File: config.mk
export PLATFORM = sky130hd
export DESIGN_NAME = smhc_core
export DESIGN_NICKNAME = d
export VERILOG_FILES = /design/src/core/smhc_pkg.sv /design/src/core/smhc_core.sv
export SDC_FILE = /design/constraint.sdc
export NUM_CORES = 1
export LEC_CHECK = 0
export ABC_AREA = 1
export BUFFER_PORTS_ARGS = -buffer_cell sky130_fd_sc_hd__buf_2
export CORE_UTILIZATION = 35
export CTS_CLUSTER_DIAMETER = 120
export DETAILED_ROUTE_END_ITERATION = 8
export GPL_ROUTABILITY_DRIVEN = 0
export PLACE_DENSITY = 0.65
export SETUP_SLACK_MARGIN = 0.3
export SYNTH_ARGS = -nofsm -noshare
export SYNTH_HDL_FRONTEND = slang
export SYNTH_SLANG_ARGS = --single-unit
File: constraint.sdc
create_clock -name aclk -period 3.4 [get_ports aclk]
set_clock_uncertainty 0.2 [all_clocks]
set_input_delay 0.17 -clock aclk [delete_from_list [all_inputs] [get_ports aclk]]
set_output_delay 0.17 -clock aclk [all_outputs]
set_load 0.05 [all_outputs]
File: src/core/smhc_pkg.sv
package smhc_pkg;
  // ****************************************************************
  // register map (byte addresses, one aligned word each)
  // ****************************************************************
  localparam logic [7:0] ADDR_CHANNEL_CONFIG_A = 8'h00;
  localparam logic [7:0] ADDR_CHANNEL_CONFIG_B = 8'h04;
  localparam logic [7:0] ADDR_CHANNEL_CONFIG_C = 8'h08;
  localparam logic [7:0] ADDR_MODE             = 8'h0C;
  localparam logic [7:0] ADDR_BYTE_COUNT_HIGH  = 8'h10;
  localparam logic [7:0] ADDR_MASK_ONE         = 8'h14;
  localparam logic [7:0] ADDR_MASK_TWO         = 8'h18;
  localparam logic [7:0] ADDR_STATUS_TWO       = 8'h1C;
  localparam logic [7:0] ADDR_CHANNEL_STATE    = 8'h20;

  // ****************************************************************
  // field positions
  // ****************************************************************
  localparam int CFGA_POWER_UP   = 7;   // channel_config_a
  localparam int CFGA_BUS_CONFIG = 6;
  localparam int CFGA_MODE_LO    = 0;   // serial mode, 2 bits
  localparam int CFGB_CLKMODE_LO = 0;   // clock mode, 3 bits
  localparam int CFGC_SEL_HI     = 7;   // rts_function_select_hi
  localparam int CFGC_SEL_LO     = 6;   // rts_function_select_lo
  localparam int MODE_RX_ACTIVE  = 3;
  localparam int MODE_RTS_SW     = 2;   // software owns request-to-send
  localparam int MODE_RTS_LEVEL  = 1;
  localparam int MODE_LOOPBACK   = 0;   // loopback_test_bit
  localparam int BCH_CAS         = 2;   // carrier-detect auto start
  localparam int ST_HANDSHAKE    = 1;   // handshake_change_flag
  localparam int ST_REPEAT       = 0;   // transmit_repeat_event

  // ****************************************************************
  // reset values and encodings
  // ****************************************************************
  localparam logic [7:0] RST_ZERO = 8'h00;
  localparam logic [7:0] RST_MASK = 8'hFF;
  localparam logic [1:0] SEL_RX_FRAME = 2'h3;
  localparam logic [1:0] SEL_DISABLED = 2'h2;
  localparam logic [1:0] SMODE_ASYNC  = 2'h2;
  localparam logic [2:0] CLKMODE_ONE  = 3'h1;
  localparam logic [2:0] CLKMODE_FIVE = 3'h5;
  localparam logic [1:0] RESP_OKAY    = 2'h0;
  localparam logic [1:0] RESP_SLVERR  = 2'h2;

  // ****************************************************************
  // timing
  // ****************************************************************
  localparam int CLK_MHZ      = 100;
  localparam int RESET_MIN_US = 5;
  localparam int RESET_CYCLES = RESET_MIN_US * CLK_MHZ;

  // transmitter state
  typedef enum logic [1:0] {
    SMHC_TX_IDLE  = 2'b00,
    SMHC_TX_SEND  = 2'b01,
    SMHC_TX_HOLD  = 2'b10
  } smhc_tx_t;

  // transmitter side status from the channel
  typedef struct packed {
    logic req;       // frame or character waiting
    logic char_end;  // character boundary on the line
    logic frame_end; // frame fully sent
    logic pool_free; // first pool sent and released
  } smhc_txin_t;
endpackage

File: src/core/smhc_core.sv
// The register offsets and the AXI4-Lite interface to the registers were chosen for this implementation.
`timescale 1ns/1ps
`default_nettype none
module smhc_core (
  // clock and reset
  input  wire logic        aclk,
  input  wire logic        aresetn,
  // axi4-lite write
  input  wire logic [7:0]  s_axi_awaddr,
  input  wire logic        s_axi_awvalid,
  output var  logic        s_axi_awready,
  input  wire logic [31:0] s_axi_wdata,
  input  wire logic [3:0]  s_axi_wstrb,
  input  wire logic        s_axi_wvalid,
  output var  logic        s_axi_wready,
  output var  logic [1:0]  s_axi_bresp,
  output var  logic        s_axi_bvalid,
  input  wire logic        s_axi_bready,
  // axi4-lite read
  input  wire logic [7:0]  s_axi_araddr,
  input  wire logic        s_axi_arvalid,
  output var  logic        s_axi_arready,
  output var  logic [31:0] s_axi_rdata,
  output var  logic [1:0]  s_axi_rresp,
  output var  logic        s_axi_rvalid,
  input  wire logic        s_axi_rready,
  // modem pins
  input  wire logic        clear_to_send_n,
  input  wire logic        carrier_detect,
  output var  logic        request_to_send_n,
  // channel transmitter side
  input  wire logic        tx_req,
  input  wire logic        tx_char_end,
  input  wire logic        tx_frame_end,
  input  wire logic        tx_pool_free,
  input  wire logic        tx_data,
  output var  logic        tx_enable,
  output var  logic        tx_abort,
  output var  logic        tx_retransmit,
  output var  logic        tx_reset,
  output var  logic        serial_out,
  output var  logic        transmit_repeat_event,
  // channel receiver side
  input  wire logic        rx_frame_active,
  input  wire logic        rx_char_end,
  input  wire logic        serial_in,
  output var  logic        rx_enable,
  output var  logic        rx_data,
  // interrupt
  output var  logic        irq
);

  // ****************************************************************
  // state
  // ****************************************************************
  typedef struct packed {
    logic [1:0]      cts_sync;
    logic [1:0]      cd_sync;
    logic            cts_prev;
    logic [7:0]      cfg_a;
    logic [7:0]      cfg_b;
    logic [7:0]      cfg_c;
    logic [7:0]      mode;
    logic [7:0]      bch;
    logic [7:0]      mask_one;
    logic [7:0]      mask_two;
    logic [1:0]      status_two;
    smhc_pkg::smhc_tx_t tx_state;
    logic            pool_gone;
    logic            rx_run;
    logic            aw_got;
    logic            w_got;
    logic [7:0]      aw_addr;
    logic [31:0]     w_data;
    logic [3:0]      w_strb;
    logic            awready;
    logic            wready;
    logic            bvalid;
    logic [1:0]      bresp;
    logic            arready;
    logic            rvalid;
    logic [31:0]     rdata;
    logic [1:0]      rresp;
    logic            rts_n;
    logic            tx_en;
    logic            abort;
    logic            retx;
    logic            txrst;
    logic            repeat_ev;
    logic            sout;
    logic            rdat;
    logic            irq;
  } smhc_state_t;

  smhc_state_t st;
  smhc_state_t next_st;

  // decoded controls from registers
  logic       cts_ok;
  logic       cd_hi;
  logic       powered;
  logic       sync_mode;
  logic [2:0] clk_mode;
  logic [1:0] rts_sel;
  logic       special_ok;
  logic       cas_ok;
  logic       wr_fire;
  logic       rd_fire;
  logic [7:0] int_bits;
  logic [31:0] rd_word;
  logic       rd_hit;
  logic       wr_hit;
  logic       rts_auto_n;

  // ****************************************************************
  // decode
  // ****************************************************************
  always_comb begin
    cts_ok     = ~st.cts_sync[1];
    cd_hi      = st.cd_sync[1];
    powered    = st.cfg_a[smhc_pkg::CFGA_POWER_UP];
    sync_mode  = st.cfg_a[smhc_pkg::CFGA_MODE_LO +: 2]
                 != smhc_pkg::SMODE_ASYNC;
    clk_mode   = st.cfg_b[smhc_pkg::CFGB_CLKMODE_LO +: 3];
    rts_sel    = {st.cfg_c[smhc_pkg::CFGC_SEL_HI],
                  st.cfg_c[smhc_pkg::CFGC_SEL_LO]};
    // bus config plus clock mode 0 or 1 only
    special_ok = st.cfg_a[smhc_pkg::CFGA_BUS_CONFIG]
                 && (clk_mode <= smhc_pkg::CLKMODE_ONE);
    // mode 5 lies outside the listed set, mode 1 excluded
    cas_ok     = st.bch[smhc_pkg::BCH_CAS]
                 && clk_mode != smhc_pkg::CLKMODE_ONE
                 && clk_mode != smhc_pkg::CLKMODE_FIVE;
    wr_fire    = st.aw_got && st.w_got && !st.bvalid;
    rd_fire    = s_axi_arvalid && st.arready;
    int_bits   = {6'h00, st.status_two} & ~st.mask_two;
    rts_auto_n = ~(tx_req || st.tx_state != smhc_pkg::SMHC_TX_IDLE);
  end

  // register read mux
  always_comb begin
    rd_word = 32'h0000_0000;
    rd_hit  = 1'b1;
    case (s_axi_araddr)
      smhc_pkg::ADDR_CHANNEL_CONFIG_A: rd_word[7:0] = st.cfg_a;
      smhc_pkg::ADDR_CHANNEL_CONFIG_B: rd_word[7:0] = st.cfg_b;
      smhc_pkg::ADDR_CHANNEL_CONFIG_C: rd_word[7:0] = st.cfg_c;
      smhc_pkg::ADDR_MODE:             rd_word[7:0] = st.mode;
      smhc_pkg::ADDR_BYTE_COUNT_HIGH:  rd_word[7:0] = st.bch;
      smhc_pkg::ADDR_MASK_ONE:         rd_word[7:0] = st.mask_one;
      smhc_pkg::ADDR_MASK_TWO:         rd_word[7:0] = st.mask_two;
      smhc_pkg::ADDR_STATUS_TWO:       rd_word[1:0] = st.status_two;
      smhc_pkg::ADDR_CHANNEL_STATE: begin
        rd_word[4:0] = {st.rx_run, cd_hi, cts_ok, st.tx_state};
      end
      default: rd_hit = 1'b0;
    endcase
  end

  assign wr_hit = (st.aw_addr <= smhc_pkg::ADDR_STATUS_TWO)
                  && (st.aw_addr[1:0] == 2'b00);

  // ****************************************************************
  // next state
  // ****************************************************************
  always_comb begin
    next_st = st;
    // synchronisers: stage 0 feeds stage 1 only
    next_st.cts_sync = {st.cts_sync[0], clear_to_send_n};
    next_st.cd_sync  = {st.cd_sync[0], carrier_detect};
    next_st.cts_prev = st.cts_sync[1];
    next_st.abort    = 1'b0;
    next_st.retx     = 1'b0;
    next_st.txrst    = 1'b0;
    next_st.repeat_ev = 1'b0;

    // axi write channel capture, either order
    if (s_axi_awvalid && st.awready) begin
      next_st.aw_got  = 1'b1;
      next_st.aw_addr = s_axi_awaddr;
      next_st.awready = 1'b0;
    end
    if (s_axi_wvalid && st.wready) begin
      next_st.w_got  = 1'b1;
      next_st.w_data = s_axi_wdata;
      next_st.w_strb = s_axi_wstrb;
      next_st.wready = 1'b0;
    end
    if (wr_fire) begin
      next_st.bvalid = 1'b1;
      next_st.bresp  = wr_hit ? smhc_pkg::RESP_OKAY
                              : smhc_pkg::RESP_SLVERR;
      if (st.w_strb[0]) begin
        case (st.aw_addr)
          smhc_pkg::ADDR_CHANNEL_CONFIG_A: next_st.cfg_a = st.w_data[7:0];
          smhc_pkg::ADDR_CHANNEL_CONFIG_B: next_st.cfg_b = st.w_data[7:0];
          smhc_pkg::ADDR_CHANNEL_CONFIG_C: next_st.cfg_c = st.w_data[7:0];
          smhc_pkg::ADDR_MODE:             next_st.mode  = st.w_data[7:0];
          smhc_pkg::ADDR_BYTE_COUNT_HIGH:  next_st.bch   = st.w_data[7:0];
          smhc_pkg::ADDR_MASK_ONE:      next_st.mask_one = st.w_data[7:0];
          smhc_pkg::ADDR_MASK_TWO:      next_st.mask_two = st.w_data[7:0];
          // write one to clear
          smhc_pkg::ADDR_STATUS_TWO: begin
            next_st.status_two = st.status_two & ~st.w_data[1:0];
          end
          default: next_st.bresp = smhc_pkg::RESP_SLVERR;
        endcase
      end
    end
    if (st.bvalid && s_axi_bready) begin
      next_st.bvalid  = 1'b0;
      next_st.aw_got  = 1'b0;
      next_st.w_got   = 1'b0;
      next_st.awready = 1'b1;
      next_st.wready  = 1'b1;
    end

    // axi read: one cycle from address to data
    if (rd_fire) begin
      next_st.arready = 1'b0;
      next_st.rvalid  = 1'b1;
      next_st.rdata   = rd_word;
      next_st.rresp   = rd_hit ? smhc_pkg::RESP_OKAY
                               : smhc_pkg::RESP_SLVERR;
    end
    if (st.rvalid && s_axi_rready) begin
      next_st.rvalid  = 1'b0;
      next_st.arready = 1'b1;
    end

    // handshake change: edges counted even when powered down
    if (st.cts_sync[1] != st.cts_prev) begin
      next_st.status_two[smhc_pkg::ST_HANDSHAKE] = 1'b1;
    end

    // transmitter control, frozen while powered down
    if (powered) begin
      case (st.tx_state)
        smhc_pkg::SMHC_TX_IDLE: begin
          if (tx_req && cts_ok) begin
            next_st.tx_state  = smhc_pkg::SMHC_TX_SEND;
            next_st.pool_gone = 1'b0;
          end
        end
        smhc_pkg::SMHC_TX_SEND: begin
          if (tx_pool_free) begin
            next_st.pool_gone = 1'b1;
          end
          if (tx_frame_end || (!sync_mode && tx_char_end && !tx_req)) begin
            next_st.tx_state = smhc_pkg::SMHC_TX_IDLE;
          end else if (!cts_ok && !sync_mode) begin
            // async waits for the character boundary
            if (tx_char_end) begin
              next_st.tx_state = smhc_pkg::SMHC_TX_HOLD;
            end
          end else if (!cts_ok && st.pool_gone) begin
            // start of frame lost, software must repeat it
            next_st.tx_state  = smhc_pkg::SMHC_TX_IDLE;
            next_st.txrst     = 1'b1;
            next_st.repeat_ev = 1'b1;
            next_st.status_two[smhc_pkg::ST_REPEAT] = 1'b1;
          end else if (!cts_ok) begin
            next_st.tx_state = smhc_pkg::SMHC_TX_HOLD;
            next_st.abort    = 1'b1;
          end
        end
        smhc_pkg::SMHC_TX_HOLD: begin
          if (cts_ok) begin
            next_st.tx_state = smhc_pkg::SMHC_TX_SEND;
            next_st.retx     = sync_mode;
          end
        end
        default: next_st.tx_state = smhc_pkg::SMHC_TX_IDLE;
      endcase

      // receiver auto start; stop on a character boundary or when no frame is active
      if (cas_ok) begin
        if (cd_hi) begin
          next_st.rx_run = 1'b1;
        end else if (rx_char_end || !rx_frame_active) begin
          next_st.rx_run = 1'b0;
        end
      end else begin
        next_st.rx_run = st.mode[smhc_pkg::MODE_RX_ACTIVE] == 1'b0;
      end
    end

    // request-to-send pin
    if (special_ok && rts_sel == smhc_pkg::SEL_DISABLED) begin
      next_st.rts_n = 1'b1;
    end else if (special_ok && rts_sel == smhc_pkg::SEL_RX_FRAME) begin
      next_st.rts_n = ~rx_frame_active;
    end else if (st.mode[smhc_pkg::MODE_RTS_SW]) begin
      next_st.rts_n = st.mode[smhc_pkg::MODE_RTS_LEVEL];
    end else if (next_st.txrst) begin
      next_st.rts_n = 1'b1;
    end else begin
      next_st.rts_n = rts_auto_n;
    end

    next_st.tx_en = powered && next_st.tx_state == smhc_pkg::SMHC_TX_SEND;
    // idle is a mark while not sending
    next_st.sout  = next_st.tx_en ? tx_data : 1'b1;
    // loopback returns our own line
    next_st.rdat  = st.mode[smhc_pkg::MODE_LOOPBACK] ? st.sout
                                                     : serial_in;
    // power-down forwards nothing
    next_st.irq   = powered && (int_bits != 8'h00);
  end

  // ****************************************************************
  // registers
  // ****************************************************************
  always_ff @(posedge aclk) begin
    if (!aresetn) begin
      st            <= '0;
      st.cts_sync   <= 2'b11;
      st.cd_sync    <= 2'b00;
      st.cts_prev   <= 1'b1;
      st.cfg_c      <= smhc_pkg::RST_ZERO;
      st.mode       <= smhc_pkg::RST_ZERO;
      st.bch        <= smhc_pkg::RST_ZERO;
      st.mask_one   <= smhc_pkg::RST_MASK;
      st.mask_two   <= smhc_pkg::RST_MASK;
      st.tx_state   <= smhc_pkg::SMHC_TX_IDLE;
      st.awready    <= 1'b1;
      st.wready     <= 1'b1;
      st.arready    <= 1'b1;
      st.rts_n      <= 1'b1;
      st.sout       <= 1'b1;
      st.rdat       <= 1'b1;
    end else begin
      st <= next_st;
    end
  end

  // ****************************************************************
  // outputs
  // ****************************************************************
  assign s_axi_awready         = st.awready;
  assign s_axi_wready          = st.wready;
  assign s_axi_bvalid          = st.bvalid;
  assign s_axi_bresp           = st.bresp;
  assign s_axi_arready         = st.arready;
  assign s_axi_rvalid          = st.rvalid;
  assign s_axi_rdata           = st.rdata;
  assign s_axi_rresp           = st.rresp;
  assign request_to_send_n     = st.rts_n;
  assign tx_enable             = st.tx_en;
  assign tx_abort              = st.abort;
  assign tx_retransmit         = st.retx;
  assign tx_reset              = st.txrst;
  assign transmit_repeat_event = st.repeat_ev;
  assign serial_out            = st.sout;
  assign rx_enable             = st.rx_run;
  assign rx_data               = st.rdat;
  assign irq                   = st.irq;
endmodule
`default_nettype wire

; ---- After elaboration in Yosys (flattened, before gate mapping)
; Index checks and enable logic that the tools add are counted.
[classes]
eq_ne = 27
muxes = 40
n_addsub = 0
shift = 0
n_mul = 0
n_div = 0
reduce_logical = 56
n_lt_le_gt_ge = 2
bitwise = 12
[op_table]
columns = operator, n
row1 = $eq 8x5->1 const B, 8
row2 = $mux 2, 18
row3 = $eq 8x4->1 const B, 4
row4 = $pmux 3 s8, 1
row5 = $reduce_and 3->1, 8
row6 = $pmux 3 s7, 1
row7 = $logic_and 1x1->1, 20
row8 = $pmux 2 s9, 1
row9 = $eq 8x3->1 const B, 2
row10 = $logic_not 8->1, 2
row11 = $mux 1, 15
row12 = $reduce_bool 2->1, 5
row13 = $reduce_or 9->1, 1
row14 = $and 2x8->8, 1
row15 = $eq 8x6->1 const B, 1
row16 = $le 8x5->1 const B, 1
row17 = $not 1->1, 8
row18 = $not 8->8, 1
row19 = $reduce_bool 8->1, 1
row20 = $reduce_or 8->1, 1
row21 = $eq 2x2->1 const B, 3
row22 = $ne 2x2->1 const B, 3
row23 = $pmux 2 s3, 1
row24 = $reduce_or 2->1, 3
row25 = 19 further kinds, 27
[word_totals]
mem_bits_ro = 0
word_cells = 174
regBits = 112
memories = 0
latchBits = 0
out_inout_bits = 51
mem_bits_rw = 0
inputBits = 69

; ---- Logic depth before layout (Yosys ltp)
[depth]
ltp_word = 13
mapped_depth = 11
mapped_depth_nobuf = 11

; ---- Least setup slack after synthesis
; OpenSTA, ideal clock, no wires.
[synth_path]
kind = register to register
startpoint = register st (netlist bit s_axi_bvalid)
endpoint = register st[131] (netlist name)
arrival_ns = 1.421
stages_incl_launch_ff = 9
period_less_slack_ns = 1.743
required_time_ns = 3.077
setup_slack_ns = 1.657
path_buffers = 1
setup_ns = 0.123
path_cell_list = dfxtp_1 inv_2 nand3_4 nor2_8 nand2_4 nor2_8 buf_6 o21ai_1 a21oi_2
[synth_between]
elab_chain_cells = 3
[synth_lines]
columns = element, line
row1 = start: declaration, smhc_core.sv:95  ; smhc_state_t st;
row2 = start signal: assignment, smhc_core.sv:333  ; st <= next_st;
row3 = $logic_not 1->1, smhc_core.sv:134  ; wr_fire = st.aw_got && st.w_got && !st.bvalid;
row4 = $logic_and 1x1->1, smhc_core.sv:134
row5 = $reduce_and 3->1 (no line), --
; Every way passes these cells.
; A chain may end at the register's enable or synchronous reset.

; ---- Final worst setup path
[layout_path]
startpoint = register st[98] (netlist name)
endpoint = register st (netlist bit tx_abort)
[layout_between]
elab_chain_cells = 3
[layout_lines]
columns = element, line
row1 = $eq 2x1->1, smhc_core.sv:238  ; case (st.tx_state)
row2 = $not 1->1 (no line), --
row3 = $reduce_or 6->1 (no line), --
; Every way passes these cells.

==> flow_metrics.py <==
metrics = {
    "cts": {
        "cts_made_buffers": 9,
        "clock_path_buffers": 2,
        "cts.sinks": 110,
        "clkLatencyLatePin_ns": 0.35,
        "path_clk_slew_ns": 0.07,
        "cts_root_buffer": "clkbuf_16",
        "h-tree-depth": 3,
        "cts_tree": "done",
        "postCtsSetupRepairBufs": 0,
    },
    "final_layout": {
        "stdcell_count": 912,
        "num_antenna_cells": 0,
        "multi_input_area_um2": 2270,
        "fillCellCount": 1452,
        "drive_gt1_share_pct": 16.3,
        "syn2layout_area_growth_pct": 14.8,
        "seqCellArea_um2": 2200,
        "finalNetCount": 797,
    },
    "sta": {
        "slew-limit-headroom_pct": 42.1,
        "finalMaxSlewViolations": 0,
        "fin_tns_setup_ns": 0,
        "rsz0062_at_grt": "no",
        "finalCritPeriodShare_pct": 58.3,
        "timing.fmax_mhz": 504,
        "worstMarginPinSlew_ns": 0.863,
        "hold_viol_final": 0,
        "finalCriticalPeriod_ns": 1.98,
        "fin_hold_ws_ns": 0.0547,
        "setup_viol": 0,
    },
    "global_route": {
        "grt_pass1_wl_um": 19200,
        "overflow": 0,
        "first_global_vias": 3786,
        "grt_util_all_layers_pct": 17.0,
        "antenna_found_initial": 0,
        "grt_max_degree": 78,
    },
    "critical_path": {
        "crit_chain": "inv_1 -> nor2_4 -> nand2_1 -> a31oi_1 -> dlygate4sd3_1 -> nand4_1 -> nor2_1",
        "endpoint_kind": "flop",
        "required_ns": 3.49,
        "crit_buf_inv": 2,
        "timing.critical_path.slowest_cell_delay_ns": 0.58,
        "crit_fanout": 5,
        "cp_slowest_cell": "dlygate4sd3_1",
        "path_class": "flop to flop",
        "cp-start-kind": "flop",
        "critPathTopFamily": "buffers and inverters",
        "arrival_ns": 2.08,
    },
    "floorplan": {
        "die_w_um": 122,
        "start_util_pct": 36.1,
        "die_area_um2": 14900,
        "io_pins": 120,
        "core_area_um2": 14000,
        "rows": 43,
        "fp.dieH_um": 122,
    },
    "power": {
        "power_density_nw_per_um2": 451,
        "ir_drop_v": 0.000248,
        "p_leak_nw": 2.64,
    },
    "drt": {
        "drc": 0,
        "vias": 4336,
        "wire_per_inst_um": 13.4,
        "viasPerCell": 4.75,
        "drtIter0Drc": 304,
        "drtAntennaViolNets": 0,
        "drt_wl_total_um": 12200,
        "dr.pass1.iters": 5,
    },
    "synth": {
        "synth-edff-count": 0,
        "synth.distinct_cells": 39,
        "yosys_most_used_dff": "dfxtp_1",
        "synth_area_leaders": "dfxtp_1 (44%), nand2_1 (8.8%), buf_4 (6.1%)",
        "yosys.area.top_type": "dfxtp_1",
        "synth_warnings": 0,
        "synth-seq-area-share_pct": 43.6,
        "netlist_top_cells_count": "nand2_1 (118), dfxtp_1 (110), a21oi_1 (60), nor2_1 (60), o21ai_0 (60)",
        "syn_inst": 662,
        "async_flop_share_pct": 0,
        "netlist_area_um2": 5050,
        "ys_ff_latch": 110,
        "syn_area_per_cell_um2": 7.63,
        "yosysMostFrequentCell": "nand2_1",
        "netlist.area_leader.share_pct": 43.6,
    },
    "placed_design": {
        "dp_cells": 871,
        "io_buffers": 66,
        "dp_hpwl_um": 8180,
    },
    "worst_hold_path": {
        "hp-class": "input port to flop",
    },
    "run": {
        "drv_cap": 0,
    },
    "run_status": {
        "status": "completed",
    },
}
==> power by group <==
group          switching [mW]  leakage (nW)  internal [mW]
sequential             0.0231         0.895           1.32
clock                   0.476         0.125          0.495
combinational           0.225          1.62         0.0794
total                   0.724          2.64           1.89
==> metrics by stage <==
stage / setup slack (ns) / util (%) / cell area, um2 / power (mW)
6_report: 1.42 / 41.5 / 5800 / 2.62
5_1_grt: 1.25 / 41.5 / 5800 / 2.72
2_1_floorplan: 1.66 / - / 5150 / 1.61
3_3_place_gp: 1.40 / 37.7 / 5270 / 1.65
3_5_place_dp: 1.41 / 37.7 / 5270 / 1.66
4_1_cts: 1.42 / 41.5 / 5800 / 2.64
==> path summary, 6_finish.rpt <==
| kind | slack (ns) | depth (start not counted) | start | end |
|---|---|---|---|---|
| min reg2reg | 0.21 | 1 | next_st[162] | next_st[158] |
| max reg2reg | 1.42 | 7 | st[98] | tx_abort |
| min | 0.05 | 3 | s_axi_wdata[1] | st[55] |
| max | 1.42 | 7 | st[98] | tx_abort |
==> layout make-up <==
type	count	area share, %
clock inverters	5	0.647
repair buffers	94	10.4
multi-input cells	452	39.2
clock buffers	10	3.95
flip-flops and latches	110	38.0
well taps	180	3.88
inverters	61	3.95
==> tightest hold or removal path, cell delays in order <==
cell and delay (ns):
buf_2 0.07, o21ai_0 0.17, a21oi_1 0.16
==> state kept, by name (all words and copies together), names as in the netlist, 2 cells and up <==
register / count
next_st: 3
rts_sel: 2
st: 75
s_axi_rdata: 8
clk_mode: 3
==> cell usage in the layout, fill, tap and decap left out, drive strengths merged, types with 2 or more instances in the layout <==
cell / netlist / routed
a21oi: 66 / 66
clkinvlp: 0 / 2
o211ai: 18 / 18
dfxtp: 110 / 110
nor2: 75 / 75
or2: 3 / 3
buf: 51 / 68
a211oi: 6 / 6
nand3: 52 / 52
inv: 60 / 60
o21ai: 68 / 68
dlygate4sd3: 0 / 26
clkinv: 1 / 4
clkbuf: 13 / 10
nand4: 4 / 4
nand2: 123 / 123
conb: 1 / 26
==> cell families after synthesis <==
kind of cell	count (synthesis)	synth area share [%]
other cells	1	0.0742
xor+xnor	1	0.173
buf+inv	125	13.3
flops	110	43.6
simple gates	259	24.2
mux	1	0.198
compound gates	165	18.5
==> per-layer routing <==
layer	wire [um]	share of wire [%]	vias up	GRT usage [%]
met2	5480	45	132	26.1
met4	199	1.6	0	5.72
li1	-	-	2253	-
met3	690	5.6	15	4.17
met1	5860	48	1936	23.2
met5	0	0	-	0
==> what timing repair did <==
action | 4_1_cts | 5_1_grt
hold buffers | 26 | 0
hold endpoints to repair | 29 | 0
endpoints found under the setup margin | 0 | 0
resized for setup | 0 | 0
Note: power is estimated with default switching activity, not from simulation.
